File: src/self_refresh_control_regs.svh
// Constants for the self-refresh control block: offsets, fields, reset values, timing.
// Assumes a 200 MHz core clock and an APB slave with 32-bit data.
`ifndef SELF_REFRESH_CONTROL_REGS_SVH
`define SELF_REFRESH_CONTROL_REGS_SVH

// Register byte offsets
`define SRC_CTRL_OFF 12'h000
`define SRC_MODE_OFF 12'h004
`define SRC_STAT_OFF 12'h008
`define SRC_EXTRA_OFF 12'h00c

// Control register fields
`define SRC_CTRL_DLL_EN 0
`define SRC_CTRL_PARK_EN 1
`define SRC_CTRL_VREF_OFF 2
`define SRC_CTRL_ABORT_EN 3
`define SRC_CTRL_RESET 32'h0000_0001

// Mode register field: refresh-rate field in bits 2:0
`define SRC_MODE_RESET 32'h0000_0000

// Timing figures in ns and cycles at 5 ns
`define SRC_CLK_PERIOD_NS 5
`define SRC_REFRESH_CYCLE_TIME_NS 260
`define SRC_TXS_EXTRA_NS 10
`define SRC_TXS_NS (`SRC_REFRESH_CYCLE_TIME_NS + `SRC_TXS_EXTRA_NS)
`define SRC_TXS_CYC ((`SRC_TXS_NS + `SRC_CLK_PERIOD_NS - 1) / `SRC_CLK_PERIOD_NS)
`define SRC_MIN_CKE_PULSE_NS 5
`define SRC_MIN_CKE_PULSE_CYC ((`SRC_MIN_CKE_PULSE_NS + `SRC_CLK_PERIOD_NS - 1) / `SRC_CLK_PERIOD_NS)
`define SRC_DLL_LOCKED_EXIT_DELAY_CYC 768
`define SRC_TXS_ABORT_NS 170
`define SRC_TXS_ABORT_CYC ((`SRC_TXS_ABORT_NS + `SRC_CLK_PERIOD_NS - 1) / `SRC_CLK_PERIOD_NS)
`define SRC_RETAIN_NS 7800
`define SRC_RETAIN_CYC (`SRC_RETAIN_NS / `SRC_CLK_PERIOD_NS)

`endif

File: src/self_refresh_control_pkg.sv
// Types shared by the self-refresh control block.
// Assumes the constants header is compiled alongside.
package self_refresh_control_pkg;
    // Operating phase of the device
    typedef enum logic [2:0] {
        PH_IDLE,
        PH_SELF_REFRESH,
        PH_EXIT_NO_DLL,
        PH_EXIT_DLL
    } phase_t;

    // Refresh-rate field encodings
    typedef enum logic [2:0] {
        RATE_FIXED_1X = 3'h0,
        RATE_FIXED_2X = 3'h1,
        RATE_FIXED_4X = 3'h2,
        RATE_OTF_2X = 3'h5,
        RATE_OTF_4X = 3'h6
    } refresh_rate_t;
endpackage : self_refresh_control_pkg

File: src/refresh_timer_if.sv
// Interface joining the controller to its internal refresh timer.
// Assumes both ends run on the same clock.
`timescale 1ns/10ps
`default_nettype none
interface refresh_timer_if;
    logic run; // Timer allowed to fire
    logic kick; // Force an immediate internal refresh
    logic fire; // One-cycle internal refresh request
    modport ctrl (output run, output kick, input fire);
    modport timer (input run, input kick, output fire);
endinterface : refresh_timer_if
`default_nettype wire

File: src/self_refresh_control.sv
// Self-refresh control of a DRAM device: command decode, entry, exit, internal refresh.
// Assumes command pins are synchronous to CLK_I and registers reached over APB.
`include "self_refresh_control_regs.svh"
`timescale 1ns/10ps
`default_nettype none
// Overview of operation
// - Entry accepted whatever the refresh count
// - Entry decoded from pin levels at edge
// - Hold CKE low; ignore other inputs
// - Termination off inside, park restored on exit
// - DLL off on entry, reset on exit
// - Reference generator per bit, stable by exit
// - Internal refresh within min pulse, then timer
// - Abort stops refresh, no counter increment
// - On-the-fly mode samples bank-group bit 0
module self_refresh_control
    import self_refresh_control_pkg::*;
#(
    parameter int DLL_LOCK_CYC = `SRC_DLL_LOCKED_EXIT_DELAY_CYC,
    parameter int RETAIN_CYC = `SRC_RETAIN_CYC
) (
    input wire logic CLK_I,
    input wire logic RESET_N_I,
    input wire logic CS_N_I,
    input wire logic ACT_N_I,
    input wire logic RAS_N_I,
    input wire logic CAS_N_I,
    input wire logic WE_N_I,
    input wire logic CKE_I,
    input wire logic BG0_I,
    input wire logic [11:0] PADDR_I,
    input wire logic PSEL_I,
    input wire logic PENABLE_I,
    input wire logic PWRITE_I,
    input wire logic [31:0] PWDATA_I,
    output logic [31:0] PRDATA_O,
    output logic PREADY_O,
    output logic PSLVERR_O,
    output logic ODT_ENABLE_O,
    output logic PARK_ASYNC_O,
    output logic DLL_ON_O,
    output logic DLL_RESET_O,
    output logic VREF_ON_O,
    output logic SELF_REFRESH_O,
    output logic INT_REFRESH_O,
    output logic [1:0] REFRESH_RATE_O
);
    import self_refresh_control_pkg::*;

    // Whole state of the controller
    typedef struct packed {
        phase_t phase;
        logic [31:0] ctrl;
        logic [2:0] rate_field;
        logic [15:0] cnt;
        logic first_ref_done;
        logic ref_active;
        logic [15:0] ref_cnt;
        logic [15:0] ref_total;
        logic [7:0] entries;
        logic [7:0] aborts;
        logic cke_d;
        logic dll_reset;
        logic [1:0] rate;
        logic [31:0] prdata;
    } ctrl_state_t;

    ctrl_state_t s_r;
    ctrl_state_t s_nxt;
    refresh_timer_if tif ();

    initial begin
        if (DLL_LOCK_CYC < `SRC_TXS_CYC || DLL_LOCK_CYC > 65535) begin
            $error("self_refresh_control: DLL_LOCK_CYC out of range");
        end
    end

    // Retention timer runs only inside self-refresh
    refresh_timer #(
        .PERIOD_CYC(RETAIN_CYC)
    ) u_timer (
        .clk_i(CLK_I),
        .reset_n_i(RESET_N_I),
        .tif(tif)
    );

    logic entry_cmd;
    logic exit_cmd;
    logic deselect;
    logic refresh_cmd;
    logic apb_wr;
    logic apb_rd;

    assign deselect = CS_N_I;
    // Entry: chip select, RAS, CAS, CKE low with WE and ACT high
    assign entry_cmd = !CS_N_I && ACT_N_I && !RAS_N_I && !CAS_N_I && WE_N_I && !CKE_I;
    // Exit: CKE high with deselect on the bus
    assign exit_cmd = CKE_I && deselect;
    // Refresh command with CKE high
    assign refresh_cmd = !CS_N_I && ACT_N_I && !RAS_N_I && !CAS_N_I && WE_N_I && CKE_I;
    assign apb_wr = PSEL_I && PENABLE_I && PWRITE_I;
    assign apb_rd = PSEL_I && !PENABLE_I && !PWRITE_I;

    // Timer requests: run inside self-refresh, kick for the early refresh
    assign tif.run = (s_r.phase == PH_SELF_REFRESH);
    assign tif.kick = (s_r.phase == PH_SELF_REFRESH) && !s_r.first_ref_done
                      && s_r.cnt == 16'(`SRC_MIN_CKE_PULSE_CYC - 1);

    // Next-state logic
    always_comb begin
        s_nxt = s_r;
        s_nxt.cke_d = CKE_I;
        s_nxt.dll_reset = 1'b0;
        // Internal refresh occupies a refresh cycle time
        if (s_r.ref_active) begin
            if (s_r.ref_cnt == 16'h0000) begin
                s_nxt.ref_active = 1'b0;
                s_nxt.ref_total = s_r.ref_total + 16'h0001;
            end else begin
                s_nxt.ref_cnt = s_r.ref_cnt - 16'h0001;
            end
        end
        if (tif.fire) begin
            s_nxt.ref_active = 1'b1;
            s_nxt.first_ref_done = 1'b1;
            s_nxt.ref_cnt = 16'(`SRC_REFRESH_CYCLE_TIME_NS / `SRC_CLK_PERIOD_NS - 1);
        end
        unique case (s_r.phase)
            PH_IDLE: begin
                // Accepted regardless of prior refresh count
                if (entry_cmd && s_r.cke_d) begin
                    s_nxt.phase = PH_SELF_REFRESH;
                    s_nxt.cnt = 16'h0000;
                    s_nxt.first_ref_done = 1'b0;
                    s_nxt.entries = s_r.entries + 8'h01;
                end else if (refresh_cmd) begin
                    // On-the-fly modes pick the rate from bank-group bit 0
                    if (s_r.rate_field[2]) begin
                        s_nxt.rate = BG0_I ? s_r.rate_field[1:0] : 2'h0;
                    end else begin
                        s_nxt.rate = s_r.rate_field[1:0];
                    end
                end
            end
            PH_SELF_REFRESH: begin
                // Only CKE and chip select matter here; all other pins are ignored
                if (s_r.cnt != 16'hffff) begin
                    s_nxt.cnt = s_r.cnt + 16'h0001;
                end
                // Exit needs clock enable high under a deselect
                if (exit_cmd) begin
                    s_nxt.phase = PH_EXIT_NO_DLL;
                    s_nxt.dll_reset = s_r.ctrl[`SRC_CTRL_DLL_EN];
                    s_nxt.cnt = s_r.ctrl[`SRC_CTRL_ABORT_EN]
                                ? 16'(`SRC_TXS_ABORT_CYC) : 16'(`SRC_TXS_CYC);
                    // A refresh that starts on this very edge is kept: the set wins
                    if (s_r.ctrl[`SRC_CTRL_ABORT_EN] && s_r.ref_active && !tif.fire) begin
                        // Abort: drop refresh, counter untouched
                        s_nxt.ref_active = 1'b0;
                        s_nxt.aborts = s_r.aborts + 8'h01;
                    end
                end
            end
            PH_EXIT_NO_DLL: begin
                // Non-DLL window, reference must be up at its end
                if (s_r.cnt <= 16'h0001) begin
                    s_nxt.phase = PH_EXIT_DLL;
                    s_nxt.cnt = 16'(DLL_LOCK_CYC - `SRC_TXS_CYC);
                end else begin
                    s_nxt.cnt = s_r.cnt - 16'h0001;
                end
            end
            PH_EXIT_DLL: begin
                // Re-entry allowed once non-DLL delay is over
                if (entry_cmd && s_r.cke_d) begin
                    s_nxt.phase = PH_SELF_REFRESH;
                    s_nxt.cnt = 16'h0000;
                    s_nxt.first_ref_done = 1'b0;
                    s_nxt.entries = s_r.entries + 8'h01;
                end else if (s_r.cnt <= 16'h0001) begin
                    s_nxt.phase = PH_IDLE;
                end else begin
                    s_nxt.cnt = s_r.cnt - 16'h0001;
                end
            end
        endcase
        // APB register writes
        if (apb_wr) begin
            if (PADDR_I == `SRC_CTRL_OFF) begin
                s_nxt.ctrl = {28'h0000000, PWDATA_I[3:0]};
            end else if (PADDR_I == `SRC_MODE_OFF) begin
                s_nxt.rate_field = PWDATA_I[2:0];
            end
        end
        // Read data captured in setup phase
        if (apb_rd) begin
            unique case (PADDR_I)
                `SRC_CTRL_OFF: s_nxt.prdata = s_r.ctrl;
                `SRC_MODE_OFF: s_nxt.prdata = {29'h0000000, s_r.rate_field};
                `SRC_STAT_OFF: s_nxt.prdata = {5'h00, s_r.ref_active, s_r.rate,
                                               s_r.aborts, s_r.entries, 5'h00, s_r.phase};
                `SRC_EXTRA_OFF: s_nxt.prdata = {16'h0000, s_r.ref_total};
                default: s_nxt.prdata = 32'h0000_0000;
            endcase
        end
    end

    // State register
    always_ff @(posedge CLK_I or negedge RESET_N_I) begin
        if (!RESET_N_I) begin
            s_r <= '0;
            s_r.ctrl <= `SRC_CTRL_RESET;
            s_r.cke_d <= 1'b1;
        end else begin
            s_r <= s_nxt;
        end
    end

    // Outputs
    assign SELF_REFRESH_O = (s_r.phase == PH_SELF_REFRESH);
    assign ODT_ENABLE_O = (s_r.phase != PH_SELF_REFRESH);
    assign PARK_ASYNC_O = (s_r.phase == PH_EXIT_NO_DLL || s_r.phase == PH_EXIT_DLL)
                          && s_r.ctrl[`SRC_CTRL_PARK_EN];
    assign DLL_ON_O = s_r.ctrl[`SRC_CTRL_DLL_EN] && (s_r.phase != PH_SELF_REFRESH);
    assign DLL_RESET_O = s_r.dll_reset;
    assign VREF_ON_O = !(SELF_REFRESH_O && s_r.ctrl[`SRC_CTRL_VREF_OFF]);
    assign INT_REFRESH_O = s_r.ref_active;
    assign REFRESH_RATE_O = s_r.rate;
    assign PRDATA_O = s_r.prdata;
    assign PREADY_O = 1'b1;
    assign PSLVERR_O = 1'b0;
endmodule : self_refresh_control
`default_nettype wire

File: src/refresh_timer.sv
// Internal self-refresh retention timer.
// Assumes a 200 MHz clock; the period parameter may be shortened in simulation.
`include "self_refresh_control_regs.svh"
`timescale 1ns/10ps
`default_nettype none
module refresh_timer #(
    parameter int PERIOD_CYC = `SRC_RETAIN_CYC
) (
    input wire logic clk_i,
    input wire logic reset_n_i,
    refresh_timer_if.timer tif
);
    // Whole state of the timer
    typedef struct packed {
        logic [15:0] cnt;
        logic fire;
    } timer_state_t;

    timer_state_t s_r;
    timer_state_t s_nxt;

    initial begin
        if (PERIOD_CYC < 2 || PERIOD_CYC > 65535) begin
            $error("refresh_timer: PERIOD_CYC out of range");
        end
    end

    assign tif.fire = s_r.fire;

    // Count down while running; a kick fires at once
    always_comb begin
        s_nxt = s_r;
        s_nxt.fire = 1'b0;
        if (!tif.run) begin
            s_nxt.cnt = 16'(PERIOD_CYC - 1);
        end else if (tif.kick || s_r.cnt == 16'h0000) begin
            s_nxt.fire = 1'b1;
            s_nxt.cnt = 16'(PERIOD_CYC - 1);
        end else begin
            s_nxt.cnt = s_r.cnt - 16'h0001;
        end
    end

    // State register
    always_ff @(posedge clk_i or negedge reset_n_i) begin
        if (!reset_n_i) begin
            s_r <= '0;
        end else begin
            s_r <= s_nxt;
        end
    end
endmodule : refresh_timer
`default_nettype wire

File: config.mk
export PLATFORM = sky130hd
export DESIGN_NAME = self_refresh_control
export DESIGN_NICKNAME = d
export VERILOG_FILES = /design/src/self_refresh_control_pkg.sv /design/src/refresh_timer_if.sv /design/src/self_refresh_control.sv /design/src/refresh_timer.sv
export VERILOG_INCLUDE_DIRS = /design/src
export SDC_FILE = /design/constraint.sdc
export NUM_CORES = 1
export LEC_CHECK = 0
export BUFFER_PORTS_ARGS = -buffer_cell sky130_fd_sc_hd__buf_2
export CORE_AREA = 2 2 106 150
export CTS_CLUSTER_SIZE = 10
export DETAILED_ROUTE_END_ITERATION = 8
export DIE_AREA = 0 0 108 152
export PLACE_DENSITY = 0.65
export SYNTH_ARGS = -nofsm -noshare
export SYNTH_HDL_FRONTEND = slang
export SYNTH_SLANG_ARGS = --single-unit
export TNS_END_PERCENT = 100
File: constraint.sdc
create_clock -name CLK_I -period 3.4 [get_ports CLK_I]
set_clock_uncertainty 0.05 [all_clocks]
set_input_delay 0.34 -clock CLK_I [delete_from_list [all_inputs] [get_ports CLK_I]]
set_output_delay 0.34 -clock CLK_I [all_outputs]
set_load 0.03 [all_outputs]
==> flow_summary.ini, run 1 <==
[outcome]
outcome = complete, no violations

[layout]
register_area_sq_um = 3080
final_std_cell_area_no_fill_sq_um = 7540
final_net_count = 785
area_delta_synth_final_pct = 13.1
layout_cells_sized_above_1 = 0.184
layout.core_utilization = 0.496
fillCellCount = 1425
antennaDiodeCount = 0
multiInputGateArea_sq_um = 3120

[route]
postRouteWirelength_mm = 15.1
via_total_after_detailed_routing = 5174
count_of_antenna_violating_nets_left_after_detailed_routing = 0
drt_iter0_drc = 324
route.detailed.drc = 0
routed_length_per_placed_instance_um = 16.3
drt-pass1-iter-count = 6
post_drt_via_cell_ratio = 5.60

[yosys]
synth_area_leaders = dfrtp_1 (45%), xnor2_1 (6.4%), buf_4 (4.1%)
synth.cells.most_frequent = dfrtp_1 (121), nand2_1 (68), nor2_1 (57), xnor2_1 (49), buf_4 (36)
synthMostInstantiatedCell = dfrtp_1
postSynth.topFlopCell = dfrtp_1
synthDominantCellAreaShare = 0.454
yosysWarningCount = 0
synth.ff_latch_count = 123
ys_async_sr_fraction = 1.00
synth.distinct_cells = 66
synth_cells = 677
syn_area_per_cell_sq_um = 9.85
netlist.top_cell.by_area = dfrtp_1
synth-edff-count = 0
synthesis.area_sq_um = 6670
seq_area_frac_synth = 0.462

[critical_path]
critical_path_data_arrival_time_ns = 3.40
critical_path.startpoint_type = register
worstSetupEndpointType = register
critical_path_peak_fanout = 11
critical_path_class = register to register
worst-endpoint-required_ns = 3.63

[run]
max_capacitance_violation_count = 0

[timing]
final_critical_path_setup_slack_ns = 0.233
hold_ws_ns = 0.0384
post-route-min-period_ns = 3.17
fmax_mhz = 316
drv_slew = 0
slew_headroom = 0.0597
worst_pin_slew_ns = 1.41
setup_tns_ns = 0
crit_share_post_route = 0.931
timing_hold_violations_final = 0
final_report_setup_violation_count = 0
unrepaired_setup_endpoints_after_global_routing = no

[cts]
buffer_count_from_post_cts_setup_fixing = 0
cts_tree = done
tritoncts.num_buffers = 17
htree_levels = 4
ctsHoldBuffers = 0
clkSinkCount = 123
clk_pin_slew_ns = 0.06
ctsRootBufferMaster = clkbuf_16
cts-resized-gates = 0
clock_latency_late_sink_ns = 0.40
clock_path_buffers = 2

[global_routing]
grt_antenna_before_repair = 0
grt-ovfl-total = 0
grt_start_max_net_pins = 84
wire_length_of_the_first_global_routing_pass_mm = 24.9
groute.usage.overall = 0.190
first_global_vias = 5094

[placed_design]
post_placement_cell_area_sq_um = 6960
pre_cts_ws_ns = 0.246
buffer_ports.inserted = 63
routabilityCongestion = 0.948
dpl.hpwl_mm = 11.0

[pwr]
cellLeakagePower_nw = 3.43
pwr_density_cell_nw_per_um2 = 772
vdd_drop_max_mv = 0.372

[floorplanning]
die_height_um = 152
starting_density_of_the_core = 0.439
die_area_sq_um = 16400
design.core.area_sq_um = 15200
fp_rows = 54
floorplan.io_pins = 99
die_x_extent_um = 108

[hold_path]
worstHoldPathType = input pin to register
per-layer routing:
metal / wire, um / vias up / track usage / part of all wire
met3: 830 / 41 / 0.0373 / 0.055
met4: 585 / 0 / 0.0934 / 0.039
met1: 6070 / 2513 / 0.229 / 0.40
met2: 7600 / 169 / 0.322 / 0.50
met5: 0 / - / 0 / 0
li1: - / 2451 / - / -
cell families (layout without fill, tap and decap cells):
family / Yosys count / in the layout / share of synthesized area
simple gates: 249 / 249 / 0.186
flops: 123 / 123 / 0.462
mux: 21 / 21 / 0.0373
compound gates: 115 / 115 / 0.126
fa+ha+maj: 14 / 14 / 0.0263
buf+inv: 86 / 132 / 0.0732
xor+xnor: 67 / 67 / 0.0880
other cells: 2 / 7 / 0.00113
cell type report:
class,count,share of cell area
Clock buffer,18,0.0569
Clock inverter,14,0.0212
Inverter,23,0.0114
Multi-Input combinational cell,473,0.414
Sequential cell,123,0.408
Tap cell,196,0.0325
Timing Repair Buffer,77,0.0561
critical path, cell delays in order (launching register included):
cell and delay, ns:
dfrtp_1 0.47, inv_1 0.11, ha_1 0.24, o21ai_0 0.17, buf_4 0.16, nor3_1 0.08
a221oi_1 1.15, o21ai_0 0.31, a32o_1 0.30
where the power goes:
part           leakage [nW]  internal, mW  switching (mW)
combinational          1.51         0.796            1.22
clock                 0.281          1.10           0.703
sequential             1.63          1.68           0.329
cell usage in the layout (no fill, tap or decap), types with 10 or more instances in the layout:
cell type | synthesis | layout
dfrtp_1 | 121 | 121
nand2_1 | 68 | 68
buf_2 | 0 | 62
nor2_1 | 57 | 57
xnor2_1 | 49 | 49
o21ai_0 | 27 | 27
inv_1 | 23 | 23
nor4_1 | 22 | 22
nor3_1 | 21 | 21
nand3_1 | 20 | 20
a22o_1 | 19 | 19
xor2_1 | 18 | 18
nand4_1 | 17 | 17
clkbuf_16 | 0 | 17
buf_4 | 36 | 15
ha_1 | 14 | 14
and3_1 | 12 | 12
mux2_2 | 11 | 11
o31ai_1 | 10 | 10
state kept, by name, indices dropped and copies added, names as in the netlist:
register	flops
REFRESH_RATE_O	2
DLL_RESET_O	1
INT_REFRESH_O	1
s_r	75
u_timer.tif.fire	1
u_timer.s_r	16
PRDATA_O	27
per-stage QoR:
stage / std cells / power [mW]
after global routing: 924 / 6.18
after CTS: 924 / 5.85
after detailed placement: 892 / 4.02
final: 924 / 5.83
after floorplan: 682 / 3.44
after global placement: 892 / 3.95
path summary, 6_finish.rpt:
path                       depth (start not counted)    startpoint  slack [ns]             end
setup / recovery                                   8       s_r[86]        0.23         s_r[98]
hold / removal                                     1         CKE_I        0.04         s_r[35]
setup reg to reg                                   8       s_r[86]        0.23         s_r[98]
hold reg to reg                                    2  PRDATA_O[12]        0.42    PRDATA_O[12]
max in group asynchronous                          2     RESET_N_I        2.19         s_r[71]
min in group asynchronous                          1     RESET_N_I        0.07  u_timer.s_r[6]
(Power assumes the default switching activity.)
==> run 2: changes to the inputs <==
- ABC_AREA: default -> 1
- CORE_AREA: 2 2 106 150 -> 2 2 138 193
- DIE_AREA: 0 0 108 152 -> 0 0 140 195
- PLACE_DENSITY: 0.65 -> 0.47
==> run 2 against run 1 <==
Against the previous run: the run now ends with design-rule violations left; register-to-register slack improved by 0.63 ns; sequential share of layout area decreased by 4.9 points; critical path type unchanged; routed wire length increased by 24%; combinational power increased by 9.9%; first-iteration DRC count increased by 3.4%; clock-buffer cell count increased by 3; hold slack improved by 0.047 ns; synthesized cell count increased by 45%.
==> flow_summary.ini, run 2 <==
[critical_path]
critical_path.startpoint_type = register
critical_path_peak_fanout = 12
worstSetupEndpointType = register
critical_path_class = register to register
critical_path_data_arrival_time_ns = 2.80
worst-endpoint-required_ns = 3.67
reg2reg_depth = 11

[hold_path]
worstHoldPathType = input pin to register
min_delay_path_depth = 3

[yosys]
netlist.top_cell.by_area = dfrtp_1
ys_async_sr_fraction = 1.00
synthMostInstantiatedCell = nand2_1
syn_area_per_cell_sq_um = 7.72
postSynth.topFlopCell = dfrtp_1
synth-edff-count = 0
synth.cells.most_frequent = nand2_1 (258), dfrtp_1 (121), nor2_1 (116), inv_1 (93), nand3_1 (69)
seq_area_frac_synth = 0.407
synth_cells = 980
synth.distinct_cells = 43
synth.ff_latch_count = 123
synthDominantCellAreaShare = 0.400
synthesis.area_sq_um = 7560
yosysWarningCount = 0
synth_area_leaders = dfrtp_1 (40%), nand2_1 (13%), nor2_1 (5.8%)

[pwr]
pwr_density_cell_nw_per_um2 = 695
cellLeakagePower_nw = 4.35
vdd_drop_max_mv = 0.340

[layout]
layout.core_utilization = 0.337
final_net_count = 1090
final_cell_count_no_fill = 1352
layout_cells_sized_above_1 = 0.164
area_delta_synth_final_pct = 13.4
final_common_cell = nand2_1
largest_register_by_flop_count = s_r
layout.cells.most_common_list = nand2_1 (258), dfrtp_1 (121), nor2_1 (116)
antennaDiodeCount = 0
fillCellCount = 2711
largest_register_ff_count = 75

[timing]
slew_headroom = 0.403
hold_ws_ns = 0.0853
unrepaired_setup_endpoints_after_global_routing = no
post-route-min-period_ns = 2.53
final_critical_path_setup_slack_ns = 0.866
setup_tns_ns = 0
fmax_mhz = 395
timing_hold_violations_final = 0
worst_pin_slew_ns = 0.892
crit_share_post_route = 0.745
drv_slew = 0
final_report_setup_violation_count = 0

[outcome]
outcome = finished with violations
violations = design-rule violations

[run]
max_capacitance_violation_count = 0

[floorplanning]
fp_rows = 69
floorplan.io_pins = 99
die_x_extent_um = 140
design.core.area_sq_um = 25500
die_area_sq_um = 27300
starting_density_of_the_core = 0.297
die_height_um = 195

[cts]
htree_levels = 4
ctsRootBufferMaster = clkbuf_16
clock_path_buffers = 2
clkSinkCount = 123
clock_latency_late_sink_ns = 0.43
cts_tree = done
buffer_count_from_post_cts_setup_fixing = 0
clk_pin_slew_ns = 0.06
tritoncts.num_buffers = 17

[route]
drt-pass1-iter-count = 6
route.detailed.drc = 5
postRouteWirelength_mm = 18.7
routed_length_per_placed_instance_um = 13.9
via_total_after_detailed_routing = 6183
drt_iter0_drc = 335
count_of_antenna_violating_nets_left_after_detailed_routing = 0
post_drt_via_cell_ratio = 4.57

[global_routing]
first_global_vias = 6207
grt-ovfl-total = 0
grt_start_max_net_pins = 88
groute.usage.overall = 0.143
wire_length_of_the_first_global_routing_pass_mm = 31.2
grt_antenna_before_repair = 0

[placed_design]
routabilityCongestion = 0.838
buffer_ports.inserted = 63
dpl.hpwl_mm = 13.6
place.detailed.instances = 1318
pre_cts_ws_ns = 0.805
[run 2: worst paths after layout]
kind / startpoint / to / slack [ns]
max: s_r[68] / s_r[81] / 0.87
min: PWDATA_I[3] / s_r[108] / 0.09
max reg2reg: s_r[68] / s_r[81] / 0.87
min reg2reg: u_timer.s_r[1] / u_timer.s_r[1] / 0.39
max in group asynchronous: RESET_N_I / u_timer.s_r[3] / 2.03
min in group asynchronous: RESET_N_I / s_r[99] / 0.51
[run 2: cells by family (layout without fill, tap and decap cells)]
| kind of cell | after synthesis | count (layout) | share of synthesized area |
|---|---|---|---|
| and+or+nand+nor | 539 | 539 | 0.331 |
| buffers and inverters | 161 | 209 | 0.104 |
| DFF | 123 | 123 | 0.407 |
| AOI/OAI and AO/OA | 85 | 85 | 0.0688 |
| xor gates and xnor gates | 56 | 56 | 0.0649 |
| adders and majority gates | 14 | 14 | 0.0232 |
| other | 2 | 7 | 0.000993 |
[run 2: stage by stage]
stage | total power, mW | cell area [sq um]
detailed placement | 4.20 | 7970
CTS | 6.06 | 8580
global placement | 4.19 | 7970
global route | 6.42 | 8580
floorplan | 3.70 | 7580
finish | 5.96 | 8580
[run 2: layer usage]
metal | up-vias | share of wire | track usage
met2 | 79 | 0.51 | 0.254
met3 | 27 | 0.027 | 0.0304
li1 | 3154 | - | -
met1 | 2923 | 0.44 | 0.168
met5 | - | 0 | 0
met4 | 0 | 0.020 | 0.0554
[run 2: layout make-up]
| class | count | area (sq um) | area share |
|---|---|---|---|
| multi-input cells | 701 | 3710 | 0.433 |
| flip-flops and latches | 123 | 3080 | 0.359 |
| clock buffers | 21 | 480 | 0.0560 |
| repair buffers | 74 | 409 | 0.0477 |
| well taps | 319 | 399 | 0.0465 |
| inverters | 103 | 387 | 0.0451 |
| clock inverters | 11 | 108 | 0.0125 |
[run 2: power by group]
part	switching [mW]	total [mW]	internal, mW
Sequential	0.253	1.92	1.67
Combinational	1.53	2.22	0.693
Clock	0.726	1.81	1.09
[run 2: critical path, cell delays in order, from the launching register on]
cell     delay (ns)
dfrtp_1        0.36
inv_1          0.12
ha_1           0.17
inv_1          0.07
nor2_1         0.12
nand4_1        0.09
nor2_1         0.14
nor2_1         0.22
nor2_1         0.70
inv_1          0.19
nand3_1        0.13
nand2_1        0.06
[run 2: what timing repair did]
action                                 in CTS  in global routing
endpoints found under the hold margin      24                  0
hold buffers                                2                  0
gates resized for setup                     0                  0
==> run 3: changes to the inputs <==
- clock period: 3.4 -> 2.4 ns (I/O delays scaled with it)
==> run 3 against run 2 <==
Against the previous run: the flow still finishes with violations (design-rule violations); first-iteration DRC count shrank 16%; worst setup slack worse by 0.58 ns; critical path depth shrank 2; power rose by 41%; final cell count is 1.0% higher; sequential power is 41% higher; non-clock buffer count grew 14; routed wire length up 0.82%; design area up 0.74%; via count unchanged; flip-flop and latch count unchanged; clock power up 32%; critical path type unchanged.
==> flow_summary.ini, run 3 (same netlist as run 2, synthesis figures left out) <==
[placed_design]
dpl.hpwl_mm = 14.0
place.detailed.instances = 1329
buffer_ports.inserted = 63
routabilityCongestion = 0.831

[timing]
post-route-min-period_ns = 2.11
worst_pin_slew_ns = 0.638
final_report_setup_violation_count = 0
drv_slew = 0
slew_headroom = 0.575
fmax_mhz = 474
setup_tns_ns = 0
crit_share_post_route = 0.879
timing_hold_violations_final = 0
unrepaired_setup_endpoints_after_global_routing = no
hold_ws_ns = 0.0232

[critical_path]
reg_to_reg_setup_timing_slack_ns = 0.29
cpMaxStageDelayCell = dfrtp_1
reg2reg_depth = 9
cp.buffers_inverters = 1
regToRegStartpoint = s_r[86]
worst-endpoint-required_ns = 2.71
worstSetupEndpointType = register
rr_endpoint = s_r[86]
critical_path_peak_fanout = 17
crit_path_cell_trace = inv_1, ha_1, nand2_1, a21oi_4, nand4_4, nand2_8, nor2_8, nand2_1, nand2_1
critical_path_class = register to register
critical_path_data_arrival_time_ns = 2.42
critical_path.startpoint_type = register
largest_stage_delay_on_the_critical_path_ns = 0.44
path_common_cell = nand2_1
critPathTopFamily = simple AND/OR/NAND/NOR gates

[route]
postRouteWirelength_mm = 18.9
route.detailed.drc = 5
via_total_after_detailed_routing = 6183
routed_length_per_placed_instance_um = 13.8
drt_iter0_drc = 282
count_of_antenna_violating_nets_left_after_detailed_routing = 0
drt-pass1-iter-count = 7
post_drt_via_cell_ratio = 4.53

[floorplanning]
starting_density_of_the_core = 0.297
fp_rows = 69
design.core.area_sq_um = 25500
die_area_sq_um = 27300
floorplan.io_pins = 99
die_x_extent_um = 140
die_height_um = 195

[cts]
htree_levels = 4
clk_pin_slew_ns = 0.06
ctsRootBufferMaster = clkbuf_16
cts_tree = done
buffer_count_from_post_cts_setup_fixing = 0
clock_path_buffers = 2
tritoncts.num_buffers = 17
clkSinkCount = 123
clock_latency_late_sink_ns = 0.42

[pwr]
vdd_drop_max_mv = 0.498
post-layout-total-power_mw = 8.38
pwr_density_cell_nw_per_um2 = 970
cellLeakagePower_nw = 4.40

[hold_path]
min_to = s_r[105]
worstHoldPathType = input pin to register
min_delay_path_depth = 3
min-delay-start = PWDATA_I[0]

[layout]
register_area_sq_um = 3080
largest_register_ff_count = 75
fillCellCount = 2698
final_common_cell = nand2_1
final_net_count = 1104
area_delta_synth_final_pct = 14.3
final_cell_count_no_fill = 1366
layout_cells_sized_above_1 = 0.167
antennaDiodeCount = 0
multiInputGateArea_sq_um = 3720
largest_register_by_flop_count = s_r
layout.cells.most_common_list = nand2_1 (258), dfrtp_1 (121), nor2_1 (115)
layout.core_utilization = 0.339

[outcome]
outcome = finished with violations
violations = design-rule violations

[run]
max_capacitance_violation_count = 0

[global_routing]
grt_start_max_net_pins = 64
first_global_vias = 6280
grt_antenna_before_repair = 0
groute.usage.overall = 0.145
wire_length_of_the_first_global_routing_pass_mm = 31.6
grt-ovfl-total = 0
[run 3: cell types whose count changed in the layout (fill, tap and decap cells not counted), sizes merged]
cell / delta
clkbuf: +3
inv: -3
clkinvlp: -4
clkinv: +4
dlygate4sd3: +3
buf: +11
[run 3: layer usage]
metal,global-route usage,up-vias,wire (um)
li1,-,3182,-
met1,0.171,2867,8220
met2,0.257,102,9590
met3,0.0297,32,585
met4,0.0561,0,482
met5,0,-,0
[run 3: final cells by class]
type                            count  area share
Multi-Input combinational cell    701       0.430
Sequential cell                   123       0.356
Timing Repair Buffer               88      0.0604
Clock buffer                       24      0.0534
Tap cell                          319      0.0462
Inverter                          103      0.0447
Clock inverter                      8     0.00869
[run 3: per-stage QoR]
step | worst slack [ns] | instance area (sq um)
6_report | 0.290 | 8640
5_1_grt | 0.127 | 8640
4_1_cts | 0.149 | 8640
3_5_place_dp | 0.188 | 8050
3_3_place_gp | 0.155 | 8050
2_1_floorplan | 0.304 | 7580
[run 3: power by group]
| part | switching (mW) | total, mW | leakage, nW | internal, mW |
|---|---|---|---|---|
| registers | 0.335 | 2.70 | 1.61 | 2.37 |
| clock network | 0.940 | 2.39 | 0.262 | 1.45 |
| logic | 2.23 | 3.29 | 2.53 | 1.07 |
| total | 3.50 | 8.38 | 4.40 | 4.88 |
[run 3: how the worst max path moves through the flow]
stage,start,to,slack [ns],cells past startpoint
after floorplan,s_r[138],s_r[92],0.30,12
after global placement,s_r[68],s_r[69],0.15,11
after detailed placement,s_r[68],s_r[69],0.19,11
after CTS,s_r[68],s_r[69],0.15,11
after global routing,s_r[138],s_r[90],0.13,11
final,s_r[86],s_r[86],0.29,9
[run 3: worst reg2reg max path, delay by kind of cell (launching register included)]
family          cells  cell delay (ns)
simple gates        6             1.04
flops               1             0.44
fa+ha+maj           1             0.27
buf+inv             1             0.14
compound gates      1             0.11
[run 3: what timing repair did]
action	in CTS	in global routing
setup endpoints to repair	0	7
resized for setup	0	1
endpoints found under the hold margin	61	0
hold buffers	5	0
